### config.mk
export PLATFORM = sky130hd
export DESIGN_NAME = power_to_pulse_datapath
export DESIGN_NICKNAME = d
export VERILOG_FILES = /design/src/hdl/p2p_pkg.sv /design/src/hdl/one_pole.sv /design/src/hdl/power_to_pulse_datapath.sv
export SDC_FILE = /design/constraint.sdc
export NUM_CORES = 2
export LEC_CHECK = 0
export ABC_CLOCK_PERIOD_IN_PS = 11000
export BUFFER_PORTS_ARGS = -buffer_cell sky130_fd_sc_hd__buf_2
export CAP_MARGIN = 20
export CORE_MARGIN = 1.5
export CORE_UTILIZATION = 61
export CTS_CLUSTER_SIZE = 24
export DETAILED_ROUTE_END_ITERATION = 8
export GPL_TIMING_DRIVEN = 0
export PLACE_DENSITY_LB_ADDON = 0.08
export SETUP_SLACK_MARGIN = 0.02
export SYNTH_ARGS = -nofsm -noshare
export SYNTH_HDL_FRONTEND = slang
export SYNTH_HIERARCHICAL = 1
export SYNTH_SLANG_ARGS = --single-unit
### constraint.sdc
create_clock -name CLK -period 11 [get_ports CLK]
set_input_delay 3.3 -clock CLK [delete_from_list [all_inputs] [get_ports CLK]]
set_output_delay 3.3 -clock CLK [all_outputs]
set_load 0.02 [all_outputs]
### src/hdl/p2p_pkg.sv
// constants, field layout, register map and timing for the power-to-pulse datapath
// assumes a single 100 MHz clock and an APB register port with 32-bit data
package p2p_pkg;
    localparam int CLK_HZ = 100_000_000;
    localparam int CYC_PER_US = CLK_HZ / 1_000_000;

    // register byte offsets
    localparam logic [7:0] OFS_CTRL = 8'h00;
    localparam logic [7:0] OFS_PULSE = 8'h04;
    localparam logic [7:0] OFS_STATUS = 8'h08;
    localparam logic [7:0] OFS_POWER = 8'h0C;
    localparam logic [7:0] OFS_CFCNT = 8'h10;

    // control register fields and reset value
    localparam int CTRL_EN_BIT = 0;
    localparam int CTRL_OVR_BIT = 1;
    localparam int CTRL_S0_BIT = 2;
    localparam int CTRL_S1_BIT = 3;
    localparam int CTRL_SCF_BIT = 4;
    localparam logic [4:0] CTRL_RST = 5'h01;

    // status register fields
    localparam int STAT_ACTIVE_BIT = 0;
    localparam int STAT_REVERSE_POWER_FLAG_BIT = 1;
    localparam int STAT_SUPPLY_BIT = 2;

    // supply monitor: trip level and hysteresis in millivolts
    localparam logic [12:0] SUPPLY_TRIP_MV = 13'h0FA0;
    localparam logic [12:0] SUPPLY_HYST_MV = 13'h0064;
    localparam int SUPPLY_FILTER_US = 1000;
    localparam int SUPPLY_FILTER_CYCLES = SUPPLY_FILTER_US * CYC_PER_US;

    // output pulse width
    localparam int PULSE_WIDTH_US = 100;
    localparam int PULSE_CYCLES = PULSE_WIDTH_US * CYC_PER_US;

    // calibration multiple of the energy rate, as a power of two
    localparam logic [3:0] CF_MULT_MAX_LOG2 = 4'hB;
    localparam logic [3:0] CF_MULT_TOP_LOG2 = 4'h7;

    typedef enum logic [1:0] {
        SUP_OFF = 2'b00,
        SUP_RISE = 2'b01,
        SUP_ON = 2'b11,
        SUP_FALL = 2'b10
    } supply_state_t;

    // log2 of the calibration multiple for a scale select and rate select
    function automatic logic [3:0] cf_mult_log2(input logic calib_scale_select, input logic [1:0] sel);
        if (!calib_scale_select && sel == 2'b11) begin
            return CF_MULT_MAX_LOG2;
        end
        return CF_MULT_TOP_LOG2 - {2'b00, sel} - {3'b000, ~calib_scale_select};
    endfunction
endpackage

### src/hdl/one_pole.sv
// first-order recursive low-pass section, y follows x with pole 1 - 2^-SHIFT
// assumes en marks one new sample; clr empties the state at once
`timescale 1ns/1ps
module one_pole #(
    parameter int W = 32,
    parameter int SHIFT = 4
) (
    input wire logic clk,
    input wire logic srst,
    input wire logic en,
    input wire logic clr,
    input wire logic signed [W-1:0] x,
    output logic signed [W-1:0] y
);
    localparam int AW = W + SHIFT;
    logic signed [AW-1:0] s_q;
    logic signed [AW-1:0] s_d;

    // leaky integrator; extra SHIFT bits keep the step free of truncation bias
    always_comb begin
        s_d = s_q + AW'(x) - (s_q >>> SHIFT);
    end

    always_ff @(posedge clk) begin
        if (srst || clr) begin
            s_q <= '0;
        end else if (en) begin
            s_q <= s_d;
        end
    end

    assign y = W'(s_q >>> SHIFT);
endmodule // one_pole

### src/hdl/power_to_pulse_datapath.sv
// power-to-pulse datapath: dc removal, multiply, low-pass, digital-to-frequency
// assumes sample words arrive synchronous to CLK with a valid strobe and a
// digitised supply reading in millivolts; registers over APB, zero wait states
//
// Design decisions made here: the address map and the APB interface to the registers.
`timescale 1ns/1ps
module power_to_pulse_datapath
    import p2p_pkg::*;
#(
    parameter int SAMPLE_W = 16,
    parameter int HPF_SHIFT = 8,
    parameter int LPF_SHIFT = 14,
    parameter int ACC_W = 48,
    parameter int E_SHIFT_BASE = 44,
    parameter int FILTER_CYCLES = SUPPLY_FILTER_CYCLES,
    parameter int PULSE_WIDTH = PULSE_CYCLES
) (
    input wire logic CLK,
    input wire logic SRST,
    input wire logic PSEL,
    input wire logic PENABLE,
    input wire logic PWRITE,
    input wire logic [7:0] PADDR,
    input wire logic [31:0] PWDATA,
    output logic [31:0] PRDATA,
    output logic PREADY,
    output logic PSLVERR,
    input wire logic SAMPLE_VALID,
    input wire logic signed [SAMPLE_W-1:0] CURRENT_CHANNEL,
    input wire logic signed [SAMPLE_W-1:0] LINE_VOLTAGE_CHANNEL,
    input wire logic [12:0] SUPPLY_MV,
    input wire logic CALIB_SCALE_SELECT,
    input wire logic RATE_SELECT_LSB,
    input wire logic RATE_SELECT_MSB,
    output logic ENERGY_PULSE_A_N,
    output logic ENERGY_PULSE_B_N,
    output logic CALIB_PULSE_OUT_N,
    output logic REVERSE_POWER_FLAG
);
    localparam int PW = 2 * SAMPLE_W;
    localparam int FC_W = $clog2(FILTER_CYCLES + 1);

    supply_state_t sup_q;
    logic [FC_W-1:0] filt_cnt_q;
    logic [4:0] ctrl_q;
    logic [15:0] pulse_w_q;
    logic [31:0] cf_count_q;
    logic [31:0] prdata_q;
    logic slverr_q;
    logic active;
    logic supply_ok;
    logic calib_scale_select;
    logic [1:0] sel;
    logic [5:0] e_shift;
    logic [5:0] cf_shift;
    logic signed [SAMPLE_W-1:0] i_lp;
    logic signed [SAMPLE_W-1:0] v_lp;
    logic signed [SAMPLE_W-1:0] i_hp_q;
    logic signed [SAMPLE_W-1:0] v_hp_q;
    logic hp_vld_q;
    logic signed [PW-1:0] prod_q;
    logic prod_vld_q;
    logic signed [PW-1:0] power;
    logic pow_vld_q;
    logic [PW-1:0] pow_mag;
    logic [ACC_W-1:0] e_acc_q;
    logic [ACC_W-1:0] cf_acc_q;
    logic [ACC_W-1:0] e_sum;
    logic [ACC_W-1:0] cf_sum;
    logic [ACC_W-1:0] e_thr;
    logic [ACC_W-1:0] cf_thr;
    logic e_fire;
    logic cf_fire;
    logic [15:0] ea_cnt_q;
    logic [15:0] eb_cnt_q;
    logic [15:0] cf_cnt_q;
    logic reverse_power_flag_q;
    logic wr_en;
    logic rd_setup;

    // supply monitor: level must hold for FILTER_CYCLES before the state flips
    always_ff @(posedge CLK) begin
        if (SRST) begin
            sup_q <= SUP_OFF;
            filt_cnt_q <= '0;
        end else begin
            case (sup_q)
                SUP_OFF: begin
                    filt_cnt_q <= '0;
                    if (SUPPLY_MV >= SUPPLY_TRIP_MV + SUPPLY_HYST_MV) begin
                        sup_q <= SUP_RISE;
                    end
                end
                SUP_RISE: begin
                    if (SUPPLY_MV < SUPPLY_TRIP_MV + SUPPLY_HYST_MV) begin
                        sup_q <= SUP_OFF;
                    end else if (filt_cnt_q == FC_W'(FILTER_CYCLES - 1)) begin
                        sup_q <= SUP_ON;
                        filt_cnt_q <= '0;
                    end else begin
                        filt_cnt_q <= filt_cnt_q + 1'b1;
                    end
                end
                SUP_ON: begin
                    filt_cnt_q <= '0;
                    if (SUPPLY_MV < SUPPLY_TRIP_MV) begin
                        sup_q <= SUP_FALL;
                    end
                end
                SUP_FALL: begin
                    if (SUPPLY_MV >= SUPPLY_TRIP_MV) begin
                        sup_q <= SUP_ON;
                    end else if (filt_cnt_q == FC_W'(FILTER_CYCLES - 1)) begin
                        sup_q <= SUP_OFF;
                        filt_cnt_q <= '0;
                    end else begin
                        filt_cnt_q <= filt_cnt_q + 1'b1;
                    end
                end
                default: begin
                    sup_q <= SUP_OFF;
                    filt_cnt_q <= '0;
                end
            endcase
        end
    end

    // a short dip during SUP_FALL keeps the block running; that is the filter
    assign supply_ok = (sup_q == SUP_ON) || (sup_q == SUP_FALL);
    assign active = supply_ok && ctrl_q[CTRL_EN_BIT];

    // select pins, or the register copy when software overrides them
    assign calib_scale_select = ctrl_q[CTRL_OVR_BIT] ? ctrl_q[CTRL_SCF_BIT] : CALIB_SCALE_SELECT;
    assign sel = ctrl_q[CTRL_OVR_BIT] ? {ctrl_q[CTRL_S1_BIT], ctrl_q[CTRL_S0_BIT]}
                                      : {RATE_SELECT_MSB, RATE_SELECT_LSB};
    assign e_shift = 6'(E_SHIFT_BASE) - {4'h0, sel};
    assign cf_shift = e_shift - {2'b00, cf_mult_log2(calib_scale_select, sel)};
    assign e_thr = ACC_W'(1) << e_shift;
    assign cf_thr = ACC_W'(1) << cf_shift;

    // the same high-pass on both channels keeps their phase equal at every
    // frequency, at the price of also dropping dc on the voltage side
    one_pole #(.W(SAMPLE_W), .SHIFT(HPF_SHIFT)) u_i_dc (
        .clk(CLK),
        .srst(SRST),
        .en(SAMPLE_VALID),
        .clr(!active),
        .x(CURRENT_CHANNEL),
        .y(i_lp)
    );
    one_pole #(.W(SAMPLE_W), .SHIFT(HPF_SHIFT)) u_v_dc (
        .clk(CLK),
        .srst(SRST),
        .en(SAMPLE_VALID),
        .clr(!active),
        .x(LINE_VOLTAGE_CHANNEL),
        .y(v_lp)
    );

    // high-pass is input minus its running mean; then multiply
    always_ff @(posedge CLK) begin
        if (SRST || !active) begin
            i_hp_q <= '0;
            v_hp_q <= '0;
            hp_vld_q <= 1'b0;
            prod_q <= '0;
            prod_vld_q <= 1'b0;
            pow_vld_q <= 1'b0;
        end else begin
            hp_vld_q <= SAMPLE_VALID;
            if (SAMPLE_VALID) begin
                i_hp_q <= CURRENT_CHANNEL - i_lp;
                v_hp_q <= LINE_VOLTAGE_CHANNEL - v_lp;
            end
            prod_vld_q <= hp_vld_q;
            if (hp_vld_q) begin
                prod_q <= PW'(i_hp_q) * PW'(v_hp_q);
            end
            pow_vld_q <= prod_vld_q;
        end
    end

    // corner sits near fs / (2*pi*2^LPF_SHIFT): 4.37 Hz class at 450 kHz
    one_pole #(.W(PW), .SHIFT(LPF_SHIFT)) u_power_lp (
        .clk(CLK),
        .srst(SRST),
        .en(prod_vld_q),
        .clr(!active),
        .x(prod_q),
        .y(power)
    );

    assign pow_mag = power[PW-1] ? PW'(-power) : PW'(power);
    assign e_sum = e_acc_q + ACC_W'(pow_mag);
    assign cf_sum = cf_acc_q + ACC_W'(pow_mag);
    assign e_fire = pow_vld_q && (e_sum >= e_thr);
    assign cf_fire = pow_vld_q && (cf_sum >= cf_thr);

    // digital-to-frequency: two accumulators, long one for energy, short for cal
    always_ff @(posedge CLK) begin
        if (SRST || !active) begin
            e_acc_q <= '0;
            cf_acc_q <= '0;
        end else if (pow_vld_q) begin
            e_acc_q <= e_fire ? e_sum - e_thr : e_sum;
            cf_acc_q <= cf_fire ? cf_sum - cf_thr : cf_sum;
        end
    end

    // pulse A on each energy step, then pulse B right after; a step that
    // lands while A is still low is dropped, so width must stay below period
    always_ff @(posedge CLK) begin
        if (SRST || !active) begin
            ea_cnt_q <= '0;
            eb_cnt_q <= '0;
            cf_cnt_q <= '0;
        end else begin
            if (e_fire && ea_cnt_q == '0) begin
                ea_cnt_q <= pulse_w_q;
            end else if (ea_cnt_q != '0) begin
                ea_cnt_q <= ea_cnt_q - 1'b1;
            end
            if (ea_cnt_q == 16'h0001) begin
                eb_cnt_q <= pulse_w_q;
            end else if (eb_cnt_q != '0) begin
                eb_cnt_q <= eb_cnt_q - 1'b1;
            end
            if (cf_fire && cf_cnt_q == '0) begin
                cf_cnt_q <= pulse_w_q;
            end else if (cf_cnt_q != '0) begin
                cf_cnt_q <= cf_cnt_q - 1'b1;
            end
        end
    end

    // reverse flag is resampled only at a calibration step, never latched
    always_ff @(posedge CLK) begin
        if (SRST || !active) begin
            reverse_power_flag_q <= 1'b0;
        end else if (cf_fire && cf_cnt_q == '0) begin
            reverse_power_flag_q <= power[PW-1];
        end
    end

    // outputs from flops; pulse pins idle high and the reverse flag low while inactive
    always_ff @(posedge CLK) begin
        if (SRST) begin
            ENERGY_PULSE_A_N <= 1'b1;
            ENERGY_PULSE_B_N <= 1'b1;
            CALIB_PULSE_OUT_N <= 1'b1;
            REVERSE_POWER_FLAG <= 1'b0;
        end else begin
            ENERGY_PULSE_A_N <= !(active && ea_cnt_q != '0);
            ENERGY_PULSE_B_N <= !(active && eb_cnt_q != '0);
            CALIB_PULSE_OUT_N <= !(active && cf_cnt_q != '0);
            REVERSE_POWER_FLAG <= active && reverse_power_flag_q;
        end
    end

    // apb: zero wait, write in access phase, read data caught in setup
    assign wr_en = PSEL && PENABLE && PWRITE;
    assign rd_setup = PSEL && !PENABLE;
    assign PREADY = 1'b1;
    assign PRDATA = prdata_q;
    assign PSLVERR = slverr_q;

    always_ff @(posedge CLK) begin
        if (SRST) begin
            ctrl_q <= CTRL_RST;
            pulse_w_q <= 16'(PULSE_WIDTH);
        end else if (wr_en) begin
            if (PADDR == OFS_CTRL) begin
                ctrl_q <= PWDATA[4:0];
            end else if (PADDR == OFS_PULSE) begin
                pulse_w_q <= (PWDATA[15:0] == '0) ? 16'h0001 : PWDATA[15:0];
            end
        end
    end

    // pulse counter: a write clears it, a same-cycle pulse still counts
    always_ff @(posedge CLK) begin
        if (SRST) begin
            cf_count_q <= '0;
        end else if (cf_fire && cf_cnt_q == '0) begin
            cf_count_q <= (wr_en && PADDR == OFS_CFCNT) ? 32'h0000_0001 : cf_count_q + 1'b1;
        end else if (wr_en && PADDR == OFS_CFCNT) begin
            cf_count_q <= '0;
        end
    end

    // read mux and error flag, both registered in the setup cycle
    always_ff @(posedge CLK) begin
        if (SRST) begin
            prdata_q <= '0;
            slverr_q <= 1'b0;
        end else if (rd_setup) begin
            slverr_q <= 1'b0;
            if (PADDR == OFS_CTRL) begin
                prdata_q <= {27'h000_0000, ctrl_q};
            end else if (PADDR == OFS_PULSE) begin
                prdata_q <= {16'h0000, pulse_w_q};
            end else if (PADDR == OFS_STATUS) begin
                prdata_q <= {29'h0000_0000, supply_ok, reverse_power_flag_q, active};
            end else if (PADDR == OFS_POWER) begin
                prdata_q <= 32'(power);
            end else if (PADDR == OFS_CFCNT) begin
                prdata_q <= cf_count_q;
            end else begin
                prdata_q <= '0;
                slverr_q <= 1'b1;
            end
        end
    end
endmodule // power_to_pulse_datapath

==> insert_results.sql <==
INSERT INTO impl_metrics (metric_group, metric, value, unit) VALUES
('outcome', 'run_status', 'finished, final reports clean', ''),
('detailed_routing', 'vias_per_cell', '5.94', ''),
('yosys', 'synth_sequential_area_ratio', '18.7', '%'),
('clock_tree', 'cts-htree-levels', '2', ''),
('floorplan', 'core.rowCount', '98', ''),
('timing', 'worstMarginPinSlew', '1210', 'ps'),
('min_path', 'holdCritPathClass', 'register to register', ''),
('power_and_ir_drop', 'ir_drop', '0.000139', 'V'),
('timing', 'min_period', '9900', 'ps'),
('min_path', 'hold_end', 'e_acc_q[3]$_SDFFE_PP0P_', ''),
('clock_tree', 'ctsResizeCount', '0', ''),
('detailed_routing', 'detail_route.first_pass.iterations', '8', ''),
('worst_setup_path', 'cp_data_arrival_time', '10370', 'ps'),
('clock_tree', 'hold_buffers_post_cts', '0', ''),
('detailed_routing', 'postRouteWirelength', '138000', 'um'),
('floorplan', 'chipWidth', '273', 'um'),
('yosys', 'synthDominantAreaCellType', 'sky130_fd_sc_hd__dfxtp_1', ''),
('place', 'gpl.final_weighted_congestion', '1.03', ''),
('yosys', 'syn_area', '0.0445', 'sq mm'),
('yosys', 'synthDistinctLibCells', '121', ''),
('min_path', 'min-delay-start', 'e_acc_q[3]$_SDFFE_PP0P_', ''),
('floorplan', 'core_area', '0.0719', 'sq mm'),
('worst_setup_path', 'critical_path.max_fanout', '10', ''),
('timing', 'grt_setup_unrepaired', 'false', ''),
('layout', 'area.growth.synth_to_final', '8.45', '%'),
('detailed_routing', 'drt_first_iter_violations', '3055', ''),
('yosys', 'synthMostInstantiatedCell', 'sky130_fd_sc_hd__inv_1', ''),
('yosys', 'syn_inst', '5503', ''),
('global_route', 'grt_pass1_vias', '38800', ''),
('worst_setup_path', 'critical_path.endpoint_type', 'register', ''),
('timing', 'hold_viol_final', '0', ''),
('worst_setup_path', 'r2r_setup_slack', '1100', 'ps'),
('yosys', 'post_synth_main_area_contributors', 'sky130_fd_sc_hd__dfxtp_1 (19%), sky130_fd_sc_hd__fa_1 (16%), sky130_fd_sc_hd__ha_1 (9.8%)', ''),
('floorplan', 'die_height', '273', 'um'),
('timing', 'slew_violations', '0', ''),
('yosys', 'postSynthAreaPerCell', '8.09', 'sq um'),
('global_route', 'grt_use_total', '36.9', '%'),
('yosys', 'synth.yosys.warnings', '6', ''),
('clock_tree', 'clk_path_buf_depth', '3', ''),
('clock_tree', 'tritoncts', 'done', ''),
('timing', 'final.setup_skew', '35.5', 'ps'),
('min_path', 'min_path_cells', '2', ''),
('clock_tree', 'numCtsBuffers', '51', ''),
('worst_setup_path', 'crit_path_start_kind', 'register', ''),
('worst_setup_path', 'crit-reg2reg-capture', 'cf_cnt_q[0]$_SDFFE_PP0P_', ''),
('floorplan', 'design.die.area', '0.0746', 'sq mm'),
('yosys', 'yosys.area.top_type_share', '18.7', '%'),
('timing', 'maxClockFrequency', '101', 'MHz'),
('worst_setup_path', 'crit-reg2reg-launch', 'u_power_lp/s_q[15]$_SDFFE_PP0P_', ''),
('yosys', 'ys_top_cells_by_count', 'sky130_fd_sc_hd__inv_1 (752), sky130_fd_sc_hd__nand2_1 (503), sky130_fd_sc_hd__nor2_1 (442)', ''),
('layout', 'layout_cells_sized_above_1', '6.65', '%'),
('clock_tree', 'clk_root_buffer_cell', 'sky130_fd_sc_hd__clkbuf_16', ''),
('worst_setup_path', 'count_of_cells_along_the_worst_register_to_register_path', '31', ''),
('timing', 'fin_crit_sh', '90.0', '%'),
('timing', 'total_neg_setup_slack', '0', 'ps'),
('worst_setup_path', 'timing.critical_path.slowest_stage_cell', 'sky130_fd_sc_hd__a21oi_1', ''),
('clock_tree', 'clock_sink_count', '415', ''),
('clock_tree', 'worst_skew_late_latency', '640', 'ps'),
('layout', 'post-route-util', '67.2', '%'),
('worst_setup_path', 'timing_worst_setup_path_type', 'register to register', ''),
('floorplan', 'io_pins', '132', ''),
('place', 'dp_hpwl', '111000', 'um'),
('detailed_routing', 'wl_cell', '20.7', 'um'),
('global_route', 'global_route.overflow_total', '0', ''),
('global_route', 'grt_pass1_wl', '215000', 'um'),
('detailed_routing', 'route.detailed.drc', '0', ''),
('worst_setup_path', 'max_stage_delay', '920', 'ps'),
('clock_tree', 'cts_setup_buffers', '0', ''),
('timing', 'timing.final.setup_violations', '0', ''),
('detailed_routing', 'route.antenna.remaining_nets', '0', ''),
('clock_tree', 'cts.clk_slew.worst_paths', '60', 'ps');
==> layout make-up <==
cell class / count / area (sq um)
multi-input cells: 4096 / 32200
fillers: 6321 / 23600
flip-flops and latches: 415 / 8310
inverters: 752 / 2820
clock buffers: 66 / 1410
plain buffers: 276 / 1350
well taps: 950 / 1190
repair buffers: 116 / 627
clock inverters: 24 / 389
diodes: 2 / 5.00
==> routing by layer <==
layer | routed length, um | track usage (%)
met5 | 0 | 0
met4 | 8930 | 20.8
met3 | 10400 | 5.88
met2 | 62400 | 59.8
met1 | 56800 | 46.9
==> worst max-delay path, delay by kind of cell (launching register included) <==
kind	cells	cell delay, ps
compound gates	8	3130
xor+xnor	2	670
fa+ha+maj	3	760
buf+inv	5	1780
flops	1	370
simple gates	13	3000
==> cells in the final DEF (no fill, tap or decap), types with 29 or more instances in the layout <==
cell	count
sky130_fd_sc_hd__and2_1	129
sky130_fd_sc_hd__nor2b_1	29
sky130_fd_sc_hd__buf_4	65
sky130_fd_sc_hd__mux2i_1	139
sky130_fd_sc_hd__nand4_1	58
sky130_fd_sc_hd__xnor2_1	206
sky130_fd_sc_hd__o21ai_0	220
sky130_fd_sc_hd__a31oi_1	43
sky130_fd_sc_hd__a21oi_1	340
sky130_fd_sc_hd__nand3_1	106
sky130_fd_sc_hd__fa_1	358
sky130_fd_sc_hd__nand2_1	503
sky130_fd_sc_hd__dfxtp_1	415
sky130_fd_sc_hd__clkbuf_1	181
sky130_fd_sc_hd__and3_1	59
sky130_fd_sc_hd__nor2_1	442
sky130_fd_sc_hd__buf_2	126
sky130_fd_sc_hd__clkbuf_16	52
sky130_fd_sc_hd__a211oi_1	65
sky130_fd_sc_hd__nor3_1	96
sky130_fd_sc_hd__a21o_1	136
sky130_fd_sc_hd__o21bai_1	33
sky130_fd_sc_hd__conb_1	37
sky130_fd_sc_hd__xor2_1	128
sky130_fd_sc_hd__inv_1	752
sky130_fd_sc_hd__o21a_1	49
sky130_fd_sc_hd__nand2b_1	45
sky130_fd_sc_hd__ha_1	348
sky130_fd_sc_hd__or3_1	56
==> cell families after synthesis <==
group	synth area share, %
AO/OA/AOI/OAI	18.1
XOR/XNOR	6.57
adder cells (fa/ha/maj)	25.9
buffers and inverters	9.38
flip-flops	18.7
multiplexers	3.29
other	0.00842
AND/OR/NAND/NOR	18.1
==> where the power goes <==
group / internal [mW] / switching, mW / leakage, nW
registers: 1.51 / 0.00698 / 3.34
clock network: 1.12 / 0.745 / 0.876
logic: 0.168 / 0.269 / 17.0
total: 2.79 / 1.02 / 21.2
==> flip-flops by register name (all words and copies together) (netlist names), 2 cells and up <==
register / cells
filt_cnt_q: 17
u_power_lp/s_q: 46
pulse_w_q: 16
u_i_dc/s_q: 24
PRDATA: 32
sup_q: 2
prod_q: 32
ea_cnt_q: 16
u_v_dc/s_q: 24
ctrl_q: 5
cf_acc_q: 48
i_hp_q: 16
eb_cnt_q: 16
cf_cnt_q: 16
cf_count_q: 32
e_acc_q: 48
v_hp_q: 16
==> per-stage QoR <==
| stage | cell area, sq um | hold WS (ps) | power (mW) | std cells | setup slack (ps) |
|---|---|---|---|---|---|
| floorplan | 44700 | 439 | 1.86 | 5539 | 3080 |
| global placement | 46400 | 452 | 1.97 | 6600 | 831 |
| detailed placement | 46400 | 462 | 1.98 | 6603 | 781 |
| CTS | 48300 | 471 | 3.82 | 6693 | 1420 |
| global route | 48300 | 496 | 3.93 | 6695 | 794 |
| finish | 48300 | 474 | 3.81 | 6697 | 1100 |
==> worst max-delay path by stage <==
stage / startpoint / end / slack [ps]
after floorplan: CALIB_SCALE_SELECT / cf_acc_q[5]$_SDFFE_PP0P_ / 3080
after global placement: CALIB_SCALE_SELECT / cf_count_q[8]$_SDFFE_PP0P_ / 830
after detailed placement: CALIB_SCALE_SELECT / cf_count_q[8]$_SDFFE_PP0P_ / 780
after CTS: CALIB_SCALE_SELECT / cf_cnt_q[0]$_SDFFE_PP0P_ / 1420
after global routing: u_power_lp/s_q[15]$_SDFFE_PP0P_ / cf_cnt_q[0]$_SDFFE_PP0P_ / 790
final: u_power_lp/s_q[15]$_SDFFE_PP0P_ / cf_cnt_q[0]$_SDFFE_PP0P_ / 1100
Note: power is estimated with default switching activity, not from simulation.
